### src/qaw_defines.vh
`ifndef QAW_DEFINES_VH
`define QAW_DEFINES_VH

// register indexes, byte address is four times the index
`define QAW_IDX_SETUP_A        8'h13
`define QAW_IDX_SETUP_B        8'h14
`define QAW_IDX_KICK           8'h15
`define QAW_IDX_CHAL_SETUP     8'h2D
`define QAW_IDX_RESPONSE       8'h2E
`define QAW_IDX_CHAL_VALUE     8'h2F
`define QAW_IDX_IRQ_STATUS     8'h30
`define QAW_IDX_IRQ_MASK       8'h31

// reset values
`define QAW_SETUP_A_RST        8'h04
`define QAW_SETUP_B_RST        8'h0F
`define QAW_CHAL_SETUP_RST     8'h09
`define QAW_IRQ_MASK_RST       3'h0
`define QAW_QUESTION_RST       4'h9

// watchdog_setup_a fields
`define QAW_STYLE_MSB          7
`define QAW_STYLE_LSB          6
`define QAW_WSIZE_MSB          2
`define QAW_WSIZE_LSB          0

// watchdog_setup_b fields
`define QAW_LIMIT_MSB          3
`define QAW_LIMIT_LSB          0

// challenge_setup fields
`define QAW_OPT_MSB            7
`define QAW_OPT_LSB            6
`define QAW_POLY_MSB           5
`define QAW_POLY_LSB           4
`define QAW_SEED_MSB           3
`define QAW_SEED_LSB           0

// challenge_value read layout
`define QAW_RD_QUEST_LSB       0
`define QAW_RD_FAIL_LSB        8
`define QAW_RD_AERR_BIT        12
`define QAW_RD_WERR_BIT        13
`define QAW_RD_CNT_LSB         14

// interrupt status bits
`define QAW_IRQ_WERR_BIT       0
`define QAW_IRQ_AERR_BIT       1
`define QAW_IRQ_ACT_BIT        2

// command and style codes
`define QAW_KICK_CODE          8'hFF
`define QAW_STYLE_MULTI        2'h0

// timing: base window unit in ms and clock rate in MHz
`define QAW_WIN_UNIT_MS        64
`define QAW_CLK_MHZ            125

`endif

### src/qaw_answer_calc.v
`timescale 1ns/10ps
`default_nettype none

// expected answer byte for one answer index
module qaw_answer_calc (
    input  wire [3:0] i_question,
    input  wire [1:0] i_idx,
    input  wire [1:0] i_option,
    output wire [7:0] o_expected
);

    wire [3:0] mix_a;
    wire [3:0] mix_b;

    assign mix_a = i_question ^ {i_idx, i_idx};
    assign mix_b = {i_question[0], i_question[3:1]} ^ {2'h0, i_option};
    assign o_expected = i_idx[0] ? {~mix_b, mix_a} : {mix_a, mix_b};

endmodule

`default_nettype wire

### src/qaw_watchdog.v
// Operation
// - multi-answer evaluation runs only while the style select field is zero.
// - four correct answers in window one end the cycle, keep the question, raise only the watchdog error and count a failure.
// - three correct then one wrong in window two end the cycle, count a failure, keep the question and raise both flags.
// - three wrong answers in window one with fewer than four in all end the cycle at the end of window two with both flags set.
// - three wrong then any one in window two end the cycle at that answer, count a failure, keep the question, raise both flags.
// - four answers in window one with any wrong end the cycle, count a failure, keep the question, raise both flags.
// - when the failure count reaches the programmed limit the watchdog action is taken.
// - the window size is programmable, one setting giving 1024 ms for both response windows together.
// - after reset answer option and polynomial are zero and the seed is nine.
// - writing FF to the kick register starts the watchdog when it is idle and the style select field is zero.
// - the current question is readable in the challenge value register.
// - the challenge value register also shows the failure count and the error flags.
// - three correct in window one and one correct in window two end the cycle, decrement a nonzero count, renew the question, clear both flags.
// - fewer than four answers with none in window two end the cycle at the end of window two, count a failure, set the watchdog error.
`timescale 1ns/10ps
`default_nettype none
`include "qaw_defines.vh"

module qaw_watchdog #(
    parameter [31:0] WIN_UNIT_CYCLES = `QAW_WIN_UNIT_MS * 1000 * `QAW_CLK_MHZ
) (
    input  wire        i_clock,
    input  wire        i_rst_n,
    input  wire [9:0]  i_avs_address,
    input  wire        i_avs_read,
    input  wire        i_avs_write,
    input  wire [31:0] i_avs_writedata,
    input  wire [3:0]  i_avs_byteenable,
    output reg  [31:0] o_avs_readdata,
    output reg         o_avs_waitrequest,
    output reg         o_irq,
    output reg         o_wd_action
);

    localparam [1:0] ST_IDLE = 2'h0;
    localparam [1:0] ST_WIN1 = 2'h1;
    localparam [1:0] ST_WIN2 = 2'h2;

    // register file
    reg  [7:0]  setup_a_q;
    reg  [7:0]  setup_b_q;
    reg  [7:0]  chal_setup_q;
    reg  [2:0]  irq_status_q;
    reg  [2:0]  irq_mask_q;

    // evaluation state
    reg  [1:0]  state_q;
    reg  [31:0] timer_q;
    reg  [3:0]  question_q;
    reg  [2:0]  answer_count_q;
    reg  [2:0]  win1_count_q;
    reg         any_bad_q;
    reg  [3:0]  fail_count_q;
    reg         answer_error_flag_q;
    reg         watchdog_error_flag_q;

    // bus decode
    wire        bus_req;
    wire        bus_take;
    wire        addr_ok;
    wire [7:0]  reg_idx;
    wire        wr_lane0;
    wire [7:0]  wr_byte;
    wire        wr_setup_a;
    wire        wr_setup_b;
    wire        wr_kick;
    wire        wr_chal_setup;
    wire        wr_response;
    wire        wr_irq_status;
    wire        wr_irq_mask;

    assign bus_req  = i_avs_read | i_avs_write;
    assign bus_take = bus_req & ~o_avs_waitrequest;
    assign addr_ok  = (i_avs_address[1:0] == 2'h0);
    assign reg_idx  = i_avs_address[9:2];
    assign wr_lane0 = bus_take & i_avs_write & i_avs_byteenable[0] & addr_ok;
    assign wr_byte  = i_avs_writedata[7:0];

    assign wr_setup_a    = wr_lane0 & (reg_idx == `QAW_IDX_SETUP_A);
    assign wr_setup_b    = wr_lane0 & (reg_idx == `QAW_IDX_SETUP_B);
    assign wr_kick       = wr_lane0 & (reg_idx == `QAW_IDX_KICK);
    assign wr_chal_setup = wr_lane0 & (reg_idx == `QAW_IDX_CHAL_SETUP);
    assign wr_response   = wr_lane0 & (reg_idx == `QAW_IDX_RESPONSE);
    assign wr_irq_status = wr_lane0 & (reg_idx == `QAW_IDX_IRQ_STATUS);
    assign wr_irq_mask   = wr_lane0 & (reg_idx == `QAW_IDX_IRQ_MASK);

    // configuration fields
    wire [1:0]  style_sel;
    wire [2:0]  win_size;
    wire [3:0]  fail_limit;
    wire [1:0]  ans_option;
    wire [1:0]  poly_sel;
    wire [3:0]  seed;

    assign style_sel  = setup_a_q[`QAW_STYLE_MSB:`QAW_STYLE_LSB];
    assign win_size   = setup_a_q[`QAW_WSIZE_MSB:`QAW_WSIZE_LSB];
    assign fail_limit = setup_b_q[`QAW_LIMIT_MSB:`QAW_LIMIT_LSB];
    assign ans_option = chal_setup_q[`QAW_OPT_MSB:`QAW_OPT_LSB];
    assign poly_sel   = chal_setup_q[`QAW_POLY_MSB:`QAW_POLY_LSB];
    assign seed       = chal_setup_q[`QAW_SEED_MSB:`QAW_SEED_LSB];

    wire [31:0] win_total;
    wire [31:0] win_half;

    assign win_total = WIN_UNIT_CYCLES << win_size;
    assign win_half  = {1'b0, win_total[31:1]};

    // answer checking
    wire [1:0]  ans_idx;
    wire [7:0]  expected;
    wire        ans_correct;

    assign ans_idx     = 2'h3 - answer_count_q[1:0];
    assign ans_correct = (wr_byte == expected);

    qaw_answer_calc u_answer_calc (
        .i_question (question_q),
        .i_idx      (ans_idx),
        .i_option   (ans_option),
        .o_expected (expected)
    );

    // question renewal
    reg  [3:0]  question_next;

    always @* begin
        case (poly_sel)
            2'h0: question_next = {question_q[2:0], question_q[3] ^ question_q[2]};
            2'h1: question_next = {question_q[2:0], question_q[3] ^ question_q[0]};
            2'h2: question_next = {question_q[0], question_q[3] ^ question_q[0], question_q[2:1]};
            default: question_next = {question_q[2:0], ~question_q[3]};
        endcase
    end

    // cycle end decisions
    wire        running;
    wire        win1_end;
    wire        win2_end;
    wire        take_answer;
    wire        fourth;
    wire        bad_total;
    wire        good_seq;
    wire        end_by_answer;
    wire        end_by_time;
    wire        cycle_end;
    wire        fail_event;
    wire        hit_limit;

    assign running  = (state_q != ST_IDLE) & (style_sel == `QAW_STYLE_MULTI);
    assign win1_end = running & (state_q == ST_WIN1) & (timer_q >= win_half - 32'h1);
    assign win2_end = running & (state_q == ST_WIN2) & (timer_q >= win_half - 32'h1);

    assign take_answer = running & wr_response;
    assign fourth      = take_answer & (answer_count_q == 3'h3);
    assign bad_total   = any_bad_q | (take_answer & ~ans_correct);

    assign good_seq = fourth & (state_q == ST_WIN2) & (win1_count_q == 3'h3)
                      & ~any_bad_q & ans_correct;

    assign end_by_answer = fourth;
    assign end_by_time   = win2_end & ~fourth;
    assign cycle_end     = end_by_answer | end_by_time;
    assign fail_event    = cycle_end & ~good_seq;
    assign hit_limit     = fail_event & (fail_count_q + 4'h1 >= fail_limit);

    // bus handshake, answer one cycle after the request is seen
    always @(posedge i_clock) begin
        if (!i_rst_n) begin
            o_avs_waitrequest <= 1'b1;
        end else if (bus_req & o_avs_waitrequest) begin
            o_avs_waitrequest <= 1'b0;
        end else begin
            o_avs_waitrequest <= 1'b1;
        end
    end

    // read data prepared while waitrequest is high
    reg  [31:0] rd_mux;

    always @* begin
        rd_mux = 32'h0;
        if (addr_ok) begin
            case (reg_idx)
                `QAW_IDX_SETUP_A:    rd_mux[7:0] = setup_a_q;
                `QAW_IDX_SETUP_B:    rd_mux[7:0] = setup_b_q;
                `QAW_IDX_CHAL_SETUP: rd_mux[7:0] = chal_setup_q;
                `QAW_IDX_CHAL_VALUE: begin
                    rd_mux[`QAW_RD_QUEST_LSB+3:`QAW_RD_QUEST_LSB] = question_q;
                    rd_mux[`QAW_RD_FAIL_LSB+3:`QAW_RD_FAIL_LSB] = fail_count_q;
                    rd_mux[`QAW_RD_AERR_BIT] = answer_error_flag_q;
                    rd_mux[`QAW_RD_WERR_BIT] = watchdog_error_flag_q;
                    rd_mux[`QAW_RD_CNT_LSB+1:`QAW_RD_CNT_LSB] = answer_count_q[1:0];
                end
                `QAW_IDX_IRQ_STATUS: rd_mux[2:0] = irq_status_q;
                `QAW_IDX_IRQ_MASK:   rd_mux[2:0] = irq_mask_q;
                default:             rd_mux = 32'h0;
            endcase
        end
    end

    always @(posedge i_clock) begin
        if (!i_rst_n) begin
            o_avs_readdata <= 32'h0;
        end else if (i_avs_read & o_avs_waitrequest) begin
            o_avs_readdata <= rd_mux;
        end
    end

    // configuration registers
    always @(posedge i_clock) begin
        if (!i_rst_n) begin
            setup_a_q    <= `QAW_SETUP_A_RST;
            setup_b_q    <= `QAW_SETUP_B_RST;
            chal_setup_q <= `QAW_CHAL_SETUP_RST;
            irq_mask_q   <= `QAW_IRQ_MASK_RST;
        end else begin
            if (wr_setup_a) begin
                setup_a_q <= wr_byte;
            end
            if (wr_setup_b) begin
                setup_b_q <= wr_byte;
            end
            if (wr_chal_setup) begin
                chal_setup_q <= wr_byte;
            end
            if (wr_irq_mask) begin
                irq_mask_q <= wr_byte[2:0];
            end
        end
    end

    // cycle state machine
    always @(posedge i_clock) begin
        if (!i_rst_n) begin
            state_q        <= ST_IDLE;
            timer_q        <= 32'h0;
            answer_count_q <= 3'h0;
            win1_count_q   <= 3'h0;
            any_bad_q      <= 1'b0;
        end else begin
            case (state_q)
                ST_IDLE: begin
                    if (wr_kick & (wr_byte == `QAW_KICK_CODE)
                        & (style_sel == `QAW_STYLE_MULTI)) begin
                        state_q        <= ST_WIN1;
                        timer_q        <= 32'h0;
                        answer_count_q <= 3'h0;
                        win1_count_q   <= 3'h0;
                        any_bad_q      <= 1'b0;
                    end
                end
                ST_WIN1, ST_WIN2: begin
                    if (!running) begin
                        state_q <= ST_IDLE;
                    end else if (cycle_end) begin
                        state_q        <= ST_WIN1;
                        timer_q        <= 32'h0;
                        answer_count_q <= 3'h0;
                        win1_count_q   <= 3'h0;
                        any_bad_q      <= 1'b0;
                    end else begin
                        if (win1_end) begin
                            state_q <= ST_WIN2;
                            timer_q <= 32'h0;
                        end else begin
                            timer_q <= timer_q + 32'h1;
                        end
                        if (take_answer) begin
                            answer_count_q <= answer_count_q + 3'h1;
                            any_bad_q      <= bad_total;
                            if (state_q == ST_WIN1) begin
                                win1_count_q <= win1_count_q + 3'h1;
                            end
                        end
                    end
                end
                default: begin
                    state_q <= ST_IDLE;
                end
            endcase
        end
    end

    // question, failure counter and flags
    always @(posedge i_clock) begin
        if (!i_rst_n) begin
            question_q            <= `QAW_QUESTION_RST;
            fail_count_q          <= 4'h0;
            answer_error_flag_q   <= 1'b0;
            watchdog_error_flag_q <= 1'b0;
        end else begin
            if ((state_q == ST_IDLE) & wr_kick & (wr_byte == `QAW_KICK_CODE)) begin
                question_q <= seed;
            end else if (running & cycle_end) begin
                if (good_seq) begin
                    question_q            <= question_next;
                    answer_error_flag_q   <= 1'b0;
                    watchdog_error_flag_q <= 1'b0;
                    if (fail_count_q != 4'h0) begin
                        fail_count_q <= fail_count_q - 4'h1;
                    end
                end else begin
                    answer_error_flag_q   <= bad_total;
                    watchdog_error_flag_q <= 1'b1;
                    if (hit_limit) begin
                        fail_count_q <= 4'h0;
                    end else begin
                        fail_count_q <= fail_count_q + 4'h1;
                    end
                end
            end
        end
    end

    always @(posedge i_clock) begin
        if (!i_rst_n) begin
            o_wd_action <= 1'b0;
        end else begin
            o_wd_action <= running & hit_limit;
        end
    end

    // interrupt status, set wins over write-one clear
    wire [2:0]  irq_set;
    wire [2:0]  irq_clr;
    wire [2:0]  irq_status_d;

    assign irq_set[`QAW_IRQ_WERR_BIT] = running & fail_event;
    assign irq_set[`QAW_IRQ_AERR_BIT] = running & fail_event & bad_total;
    assign irq_set[`QAW_IRQ_ACT_BIT]  = running & hit_limit;
    assign irq_clr      = wr_irq_status ? wr_byte[2:0] : 3'h0;
    assign irq_status_d = (irq_status_q & ~irq_clr) | irq_set;

    always @(posedge i_clock) begin
        if (!i_rst_n) begin
            irq_status_q <= 3'h0;
            o_irq        <= 1'b0;
        end else begin
            irq_status_q <= irq_status_d;
            o_irq        <= |(irq_status_d & irq_mask_q);
        end
    end

endmodule

`default_nettype wire

### config.mk
export PLATFORM = sky130hd
export DESIGN_NAME = qaw_watchdog
export DESIGN_NICKNAME = d
export VERILOG_FILES = /design/src/qaw_answer_calc.v /design/src/qaw_watchdog.v
export VERILOG_INCLUDE_DIRS = /design/src
export SDC_FILE = /design/constraint.sdc
export NUM_CORES = 1
export LEC_CHECK = 0
export ABC_AREA = 1
export BUFFER_PORTS_ARGS = -buffer_cell sky130_fd_sc_hd__buf_2
export CAP_MARGIN = 20
export CORE_ASPECT_RATIO = 0.6
export CORE_UTILIZATION = 53
export CTS_BUF_LIST = sky130_fd_sc_hd__clkbuf_8 sky130_fd_sc_hd__clkbuf_16
export CTS_CLUSTER_SIZE = 14
export DETAILED_ROUTE_END_ITERATION = 16
export PLACE_DENSITY = 0.77
export SETUP_SLACK_MARGIN = 0.1
export SYNTH_ARGS = -nofsm -noshare
export SYNTH_HDL_FRONTEND = slang
export SYNTH_SLANG_ARGS = --single-unit
### constraint.sdc
create_clock -name i_clock -period 3.1 [get_ports i_clock]
set_input_delay 0.62 -clock i_clock [delete_from_list [all_inputs] [get_ports i_clock]]
set_output_delay 0.62 -clock i_clock [all_outputs]
set_load 0.01 [all_outputs]
Yosys cells after proc, flatten, opt, wreduce, memory -nomap -nowiden
Cells that the tools add are included.
{"block": "totals", "register_bits": 116, "output_inout_bits": 35}
{"block": "op_classes", "bitwise": 55, "n_addsub": 7, "n_reduce_logical": 18, "mux": 42, "n_shift": 1, "eq_ne": 22, "magnitude_cmp": 2}
{"op": "32-bit two-way mux", "n": 4}
{"op": "32-bit case mux with 2 select lines", "n": 1}
{"op": "8-bit by 6-bit == test with 1-bit output (second input constant)", "n": 5}
{"op": "1-bit AND", "n": 36}
{"op": "32-bit by 1-bit adder with 32-bit output (second input constant)", "n": 1}
{"op": "32-bit >= comparator", "n": 1}
{"op": "23-bit by 3-bit << shifter with 32-bit output (first input constant)", "n": 1}
{"op": "31-bit by 1-bit subtractor with 32-bit output (second input constant)", "n": 1}
{"op": "3-bit two-way mux", "n": 9}
{"op": "8-bit by 5-bit == test with 1-bit output (second input constant)", "n": 3}
{"op": "4-bit two-way mux", "n": 6}
{"op": "4-bit case mux with 3 select lines", "n": 2}
{"op": "3-bit case mux with 6 select lines", "n": 1}
{"op": "16-bit two-way mux", "n": 1}
{"op": "8-bit two-way mux", "n": 2}
{"op": "3-bit case mux with 2 select lines", "n": 2}
{"op": "8-bit == test", "n": 1}
{"op": "8-bit == test (second input constant)", "n": 1}
{"op": "2-bit zero test", "n": 4}
{"op": "2-bit two-way mux", "n": 4}
{"op": "2-bit nonzero test", "n": 4}
{"op": "1-bit two-way mux", "n": 7}
{"op": "1-bit inverter", "n": 7}
{"op": "3-bit by 1-bit adder with 3-bit output (second input constant)", "n": 2}
{"op": "29 further kinds", "n": 41}

Longest topological paths before layout
{"block": "logic_depth", "word_depth": 19, "ltp_mapped": 29, "depth_no_buf": 29}

Hierarchy
A second synthesis with hierarchy kept.
{"block": "unflattened", "cells_unflattened": 983, "hier_area_um2": 6814.0}
{"module": "qaw_watchdog", "seq_area_each_um2": 2001.9, "cells_each": 944, "area_per_inst_um2": 6652.6, "instances": 1}
{"module": "qaw_answer_calc", "seq_area_each_um2": 0.0, "cells_each": 39, "area_per_inst_um2": 161.4, "instances": 1}

Least setup slack after synthesis
OpenSTA, ideal clock, no wires.
{"block": "synth_timing", "path_type": "reg2reg", "startpoint": "register setup_a_q[0]", "endpoint": "register timer_q[23]", "period_less_slack_ps": 3294, "path_slack_ps": -194, "path_stages_with_launch": 22, "arrival_ps": 3217, "n_path_buf": 1, "path_cell_list": "dfxtp_1 -> inv_1 -> ha_1 -> inv_1 -> nor2_1 -> inv_1 -> nand3_1 -> a211oi_1 -> nand3_1 -> xor2_1 -> ha_1 -> a21o_1 -> nor2_1 -> nand2_1 -> a21oi_1 -> nand2_1 -> nand2_1 -> nand3_4 -> o21ai_2 -> nand2_2 -> buf_2 -> nor3_1"}
{"block": "synth_between", "elab_chain_len": 9, "elab_cells_between_ends": 11}
{"item": "start: declaration", "line": "qaw_watchdog.v:41", "source": "reg [7:0] setup_a_q;"}
{"item": "start signal: assignment", "line": "qaw_watchdog.v:213", "source": "setup_a_q <= `QAW_SETUP_A_RST;"}
{"item": "start signal: assignment", "line": "qaw_watchdog.v:219", "source": "setup_a_q <= wr_byte;"}
{"item": "23-bit by 3-bit << shifter with 32-bit output (*)", "line": "qaw_watchdog.v:106", "source": "assign win_total = WIN_UNIT_CYCLES << win_size;"}
{"item": "31-bit by 1-bit subtractor with 32-bit output (*)", "line": "qaw_watchdog.v:151, qaw_watchdog.v:152"}
{"item": "32-bit >= comparator (*)", "line": "qaw_watchdog.v:151, qaw_watchdog.v:152"}
{"item": "1-bit AND", "line": "qaw_watchdog.v:152", "source": "assign win2_end = running & (state_q == ST_WIN2) & (timer_q >= win_half - 32'h1);"}
{"item": "1-bit AND", "line": "qaw_watchdog.v:162", "source": "assign end_by_time = win2_end & ~fourth;"}
{"item": "1-bit bitwise OR", "line": "qaw_watchdog.v:163", "source": "assign cycle_end = end_by_answer | end_by_time;"}
{"item": "32-bit two-way mux (*)", "line": "qaw_watchdog.v:256", "source": "end else if (cycle_end) begin"}
{"item": "32-bit two-way mux (*)", "line": "qaw_watchdog.v:254", "source": "if (!running) begin"}
{"item": "32-bit case mux with 2 select lines (*)", "line": "qaw_watchdog.v:242", "source": "case (state_q)"}
{"item": "end signal: assignment", "line": "qaw_watchdog.v:267", "source": "timer_q <= timer_q + 32'h1;"}
{"item": "end: declaration", "line": "qaw_watchdog.v:49", "source": "reg [31:0] timer_q;"}
Every way passes the cells marked *; elsewhere a longest branch is shown, timed or not. The select of a mux whose other input is x is not followed.
A chain may end at the register's enable or synchronous reset.

Worst setup path in the final report
{"block": "layout_timing", "startpoint": "register setup_a_q[0]", "endpoint": "register timer_q[16]"}
Same word-level chain as after synthesis.

==> results.toml <==
[worst_setup_path]
crit_path_start_kind = "register"
ff2ff_setup_slack_ps = -330
cp_slowest_stage_delay_ps = 380
rr_startpoint = "setup_a_q[0]"
critPathMaxFanout = 7
critical_path_class = "register to register"
r2r-end = "timer_q[16]"
critPathRequiredTime_ps = 3380
path_cells = "buf_12 -> ha_1 -> o21ai_0 -> nand3b_1 -> nand2_1 -> nand2_2 -> xor2_2 -> ha_1 -> nand2_1 -> inv_1 -> nand2_1 -> nand2_1 -> nand2_1 -> nand2_1 -> a21oi_2 -> nand2_2 -> nand2_4 -> nand3_4 -> o21ai_4 -> nand2_4 -> buf_12 -> nor3b_2"
crit_top_cell = "nand2_1"
worstRegToRegCells = 22
critPathArrivalTime_ps = 3720
crit_buf_inv = 3
crit_slowest_cell = "dfxtp_4"
critical_path.top_delay_family = "simple AND/OR/NAND/NOR gates"
cp-end-kind = "register"

[hold_path]
holdPathEnd = "o_avs_waitrequest"
hold_depth = 1
hp-start = "o_avs_waitrequest"
hp-class = "register to register"

[timing]
slew_viol_final = 0
period_needed_ps = 3432
rsz0062_at_grt = "true"
clock_skew_ps = 9.109
setup_ws_ps = -332.2
slew_headroom_pct = 50.20
fmax_mhz = 291.4
setup_tns_ps = -12900
setup_viol = 52
max_slew.worst_pin.slew_ps = 744.3
hold_viol_final = 0
period_share_pct = 110.7

[logic_synthesis]
avgSynthCellArea_um2 = 6.722
syn_area_mm2 = 0.006803
ys_types = 46
synthArstFlopShare_pct = 0
synthTopCellsByArea = "dfxtp_1, nand2_1, ha_1"
synthCells = 1012
synth-main-ff-cell = "dfxtp_1"
ys_seq_area_share_pct = 29.43
yosysTopAreaCell = "dfxtp_1"
yosys.area.top_type_share_pct = 29.43
synth_warnings = 0
synth-edff-count = 0
ys_ff_latch = 100

[pwr]
clkPwrFrac_pct = 46.0
p_leak_nw = 3.807
power_density_mw_per_mm2 = 311.1
power.share.combinational_pct = 5.2
ir_drop_mv = 0.2975
p_switching_mw = 0.6549
switching_share_pct = 24.87
total_power_mw = 2.633
p_int_mw = 1.978
seqPwrFrac_pct = 48.7

[place]
place_area_mm2 = 0.007572
gp_congestion = 0.9946
dp_hpwl_um = 14430
portBuffers = 41
place_ws_ps = -334.5

[floorplanning]
core_area_mm2 = 0.01230
die_area_mm2 = 0.01331
rows = 31
start_util_pct = 55.33
io_pins = 85
die_x_um = 148.3
die_y_um = 89.76

[global_routing]
grt_max_degree = 40
overflow = 0
antenna_found_initial = 0
grt_pass1_wl_um = 31920
grt_pass1_vias = 6377
grt.total_usage_pct = 30.21

[routing]
post_drt_wl_per_cell_um = 16.19
num_vias = 7249
vias_per_cell = 5.654
drt-pass1-iter-count = 5
ant_nets = 0
drtIter0Drc = 701
wl_um = 20750
drc_errors = 0

[layout]
fin_util_pct = 68.83
mostFrequentLayoutCell = "nand2_1"
fin_area_mm2 = 0.008463
final_layout_size_suffix_gt1_share_pct = 22.47
nets = 1211
final_cell_mix = "nand2_1, inv_1, dfxtp_1, nor2_1, nand3_1"
syn2layout_area_growth_pct = 24.41
num_antenna_cells = 0

[clocking]
path_clk_slew_ps = 70
cts_inserted_buffers = 9
htree_levels = 3
tritoncts = "done"
cts.sinks = 100
insertion_delay_ps = 350
clockRootBuffer = "clkbuf_16"
cts_hold_buf = 0
cts.path.max_buffers = 2

[status]
status = "complete, but fails checks"
violations = "setup timing"

[run]
maxCapViolCount = 0
[area by class of cell]
| type | count | area (um2) |
|---|---|---|
| multi-input cells | 759 | 4594 |
| repair buffers | 111 | 829.5 |
| clock buffers | 10 | 239.0 |
| well taps | 165 | 206.4 |
| fillers | 1018 | 3832 |
| flip-flops and latches | 100 | 2009 |
| inverters | 132 | 516.7 |
| clock inverters | 5 | 67.56 |
[worst max-delay path by stage]
stage / from / end / cells after the start
floorplan: setup_a_q[0] / timer_q[23] / 24
global placement: setup_a_q[1] / timer_q[20] / 27
detailed placement: setup_a_q[0] / timer_q[16] / 27
CTS: setup_a_q[0] / timer_q[9] / 25
global route: setup_a_q[0] / timer_q[16] / 26
finish: setup_a_q[0] / timer_q[16] / 22
[cell families after synthesis]
kind of cell | after synthesis | share of synthesized area [%]
AOI/OAI and AO/OA | 168 | 13.98
xor gates and xnor gates | 31 | 3.991
adders and majority gates | 48 | 8.828
buffers and inverters | 170 | 11.04
DFF | 100 | 29.43
and+or+nand+nor | 493 | 32.63
other | 2 | 0.1104
[metal layers]
metal / part of all wire [%] / global-route usage, % / vias up
met5: 0 / 0 / -
met4: 1.6 / 6.615 / 0
met3: 11 / 7.563 / 48
met2: 39 / 41.00 / 379
met1: 48 / 46.76 / 3310
li1: - / - / 3512
[registers in the layout, summed over array words and instances (netlist names)]
signal / flops
o_avs_waitrequest: 1
any_bad_q: 1
state_q: 2
setup_a_q: 8
answer_error_flag_q: 1
watchdog_error_flag_q: 1
fail_count_q: 4
o_irq: 1
setup_b_q: 8
irq_status_q: 3
timer_q: 32
o_avs_readdata: 16
o_wd_action: 1
irq_mask_q: 3
question_q: 4
chal_setup_q: 8
answer_count_q: 3
win1_count_q: 3
[what timing repair did]
item | CTS | global route
pin swaps | 23 | 31
resized for setup | 47 | 79
endpoints found under the setup margin | 52 | 52
buffers inserted | 7 | 7
cloned | 2 | 0
[power groups by stage]
stage | Combinational, mW | Sequential (mW) | Clock [mW]
after floorplan | 0.0817 | 1.31 | 0
after global placement | 0.117 | 1.31 | 0
after detailed placement | 0.118 | 1.31 | 0
after CTS | 0.132 | 1.28 | 1.21
after global routing | 0.148 | 1.28 | 1.26
final | 0.138 | 1.28 | 1.21
[stage by stage]
stage / instances / hold slack (ps)
floorplan: 1029 / 429.5
global placement: 1255 / 433.7
detailed placement: 1255 / 443.5
CTS: 1278 / 458.3
global route: 1282 / 477.2
finish: 1282 / 454.2
[synthesized netlist by cell type, types with 3 or more instances]
cell type and number:
nor4_1 9, o221ai_1 4, xor2_1 21, inv_1 128
nand3_1 76, o22ai_1 10, o21a_1 3, o21ai_0 51
xnor2_1 10, clkbuf_1 14, a21o_1 3, buf_4 16
nor2_1 120, o211ai_1 14, nand2_1 205, inv_2 3
buf_2 3, nor3b_1 3, a211oi_1 5, nor3_1 32
o31ai_1 4, dfxtp_1 100, ha_1 48, a21oi_1 69
nand4_1 17, nor2_2 3, nand2_4 3, nand2_2 11
(Power assumes the default switching activity.)
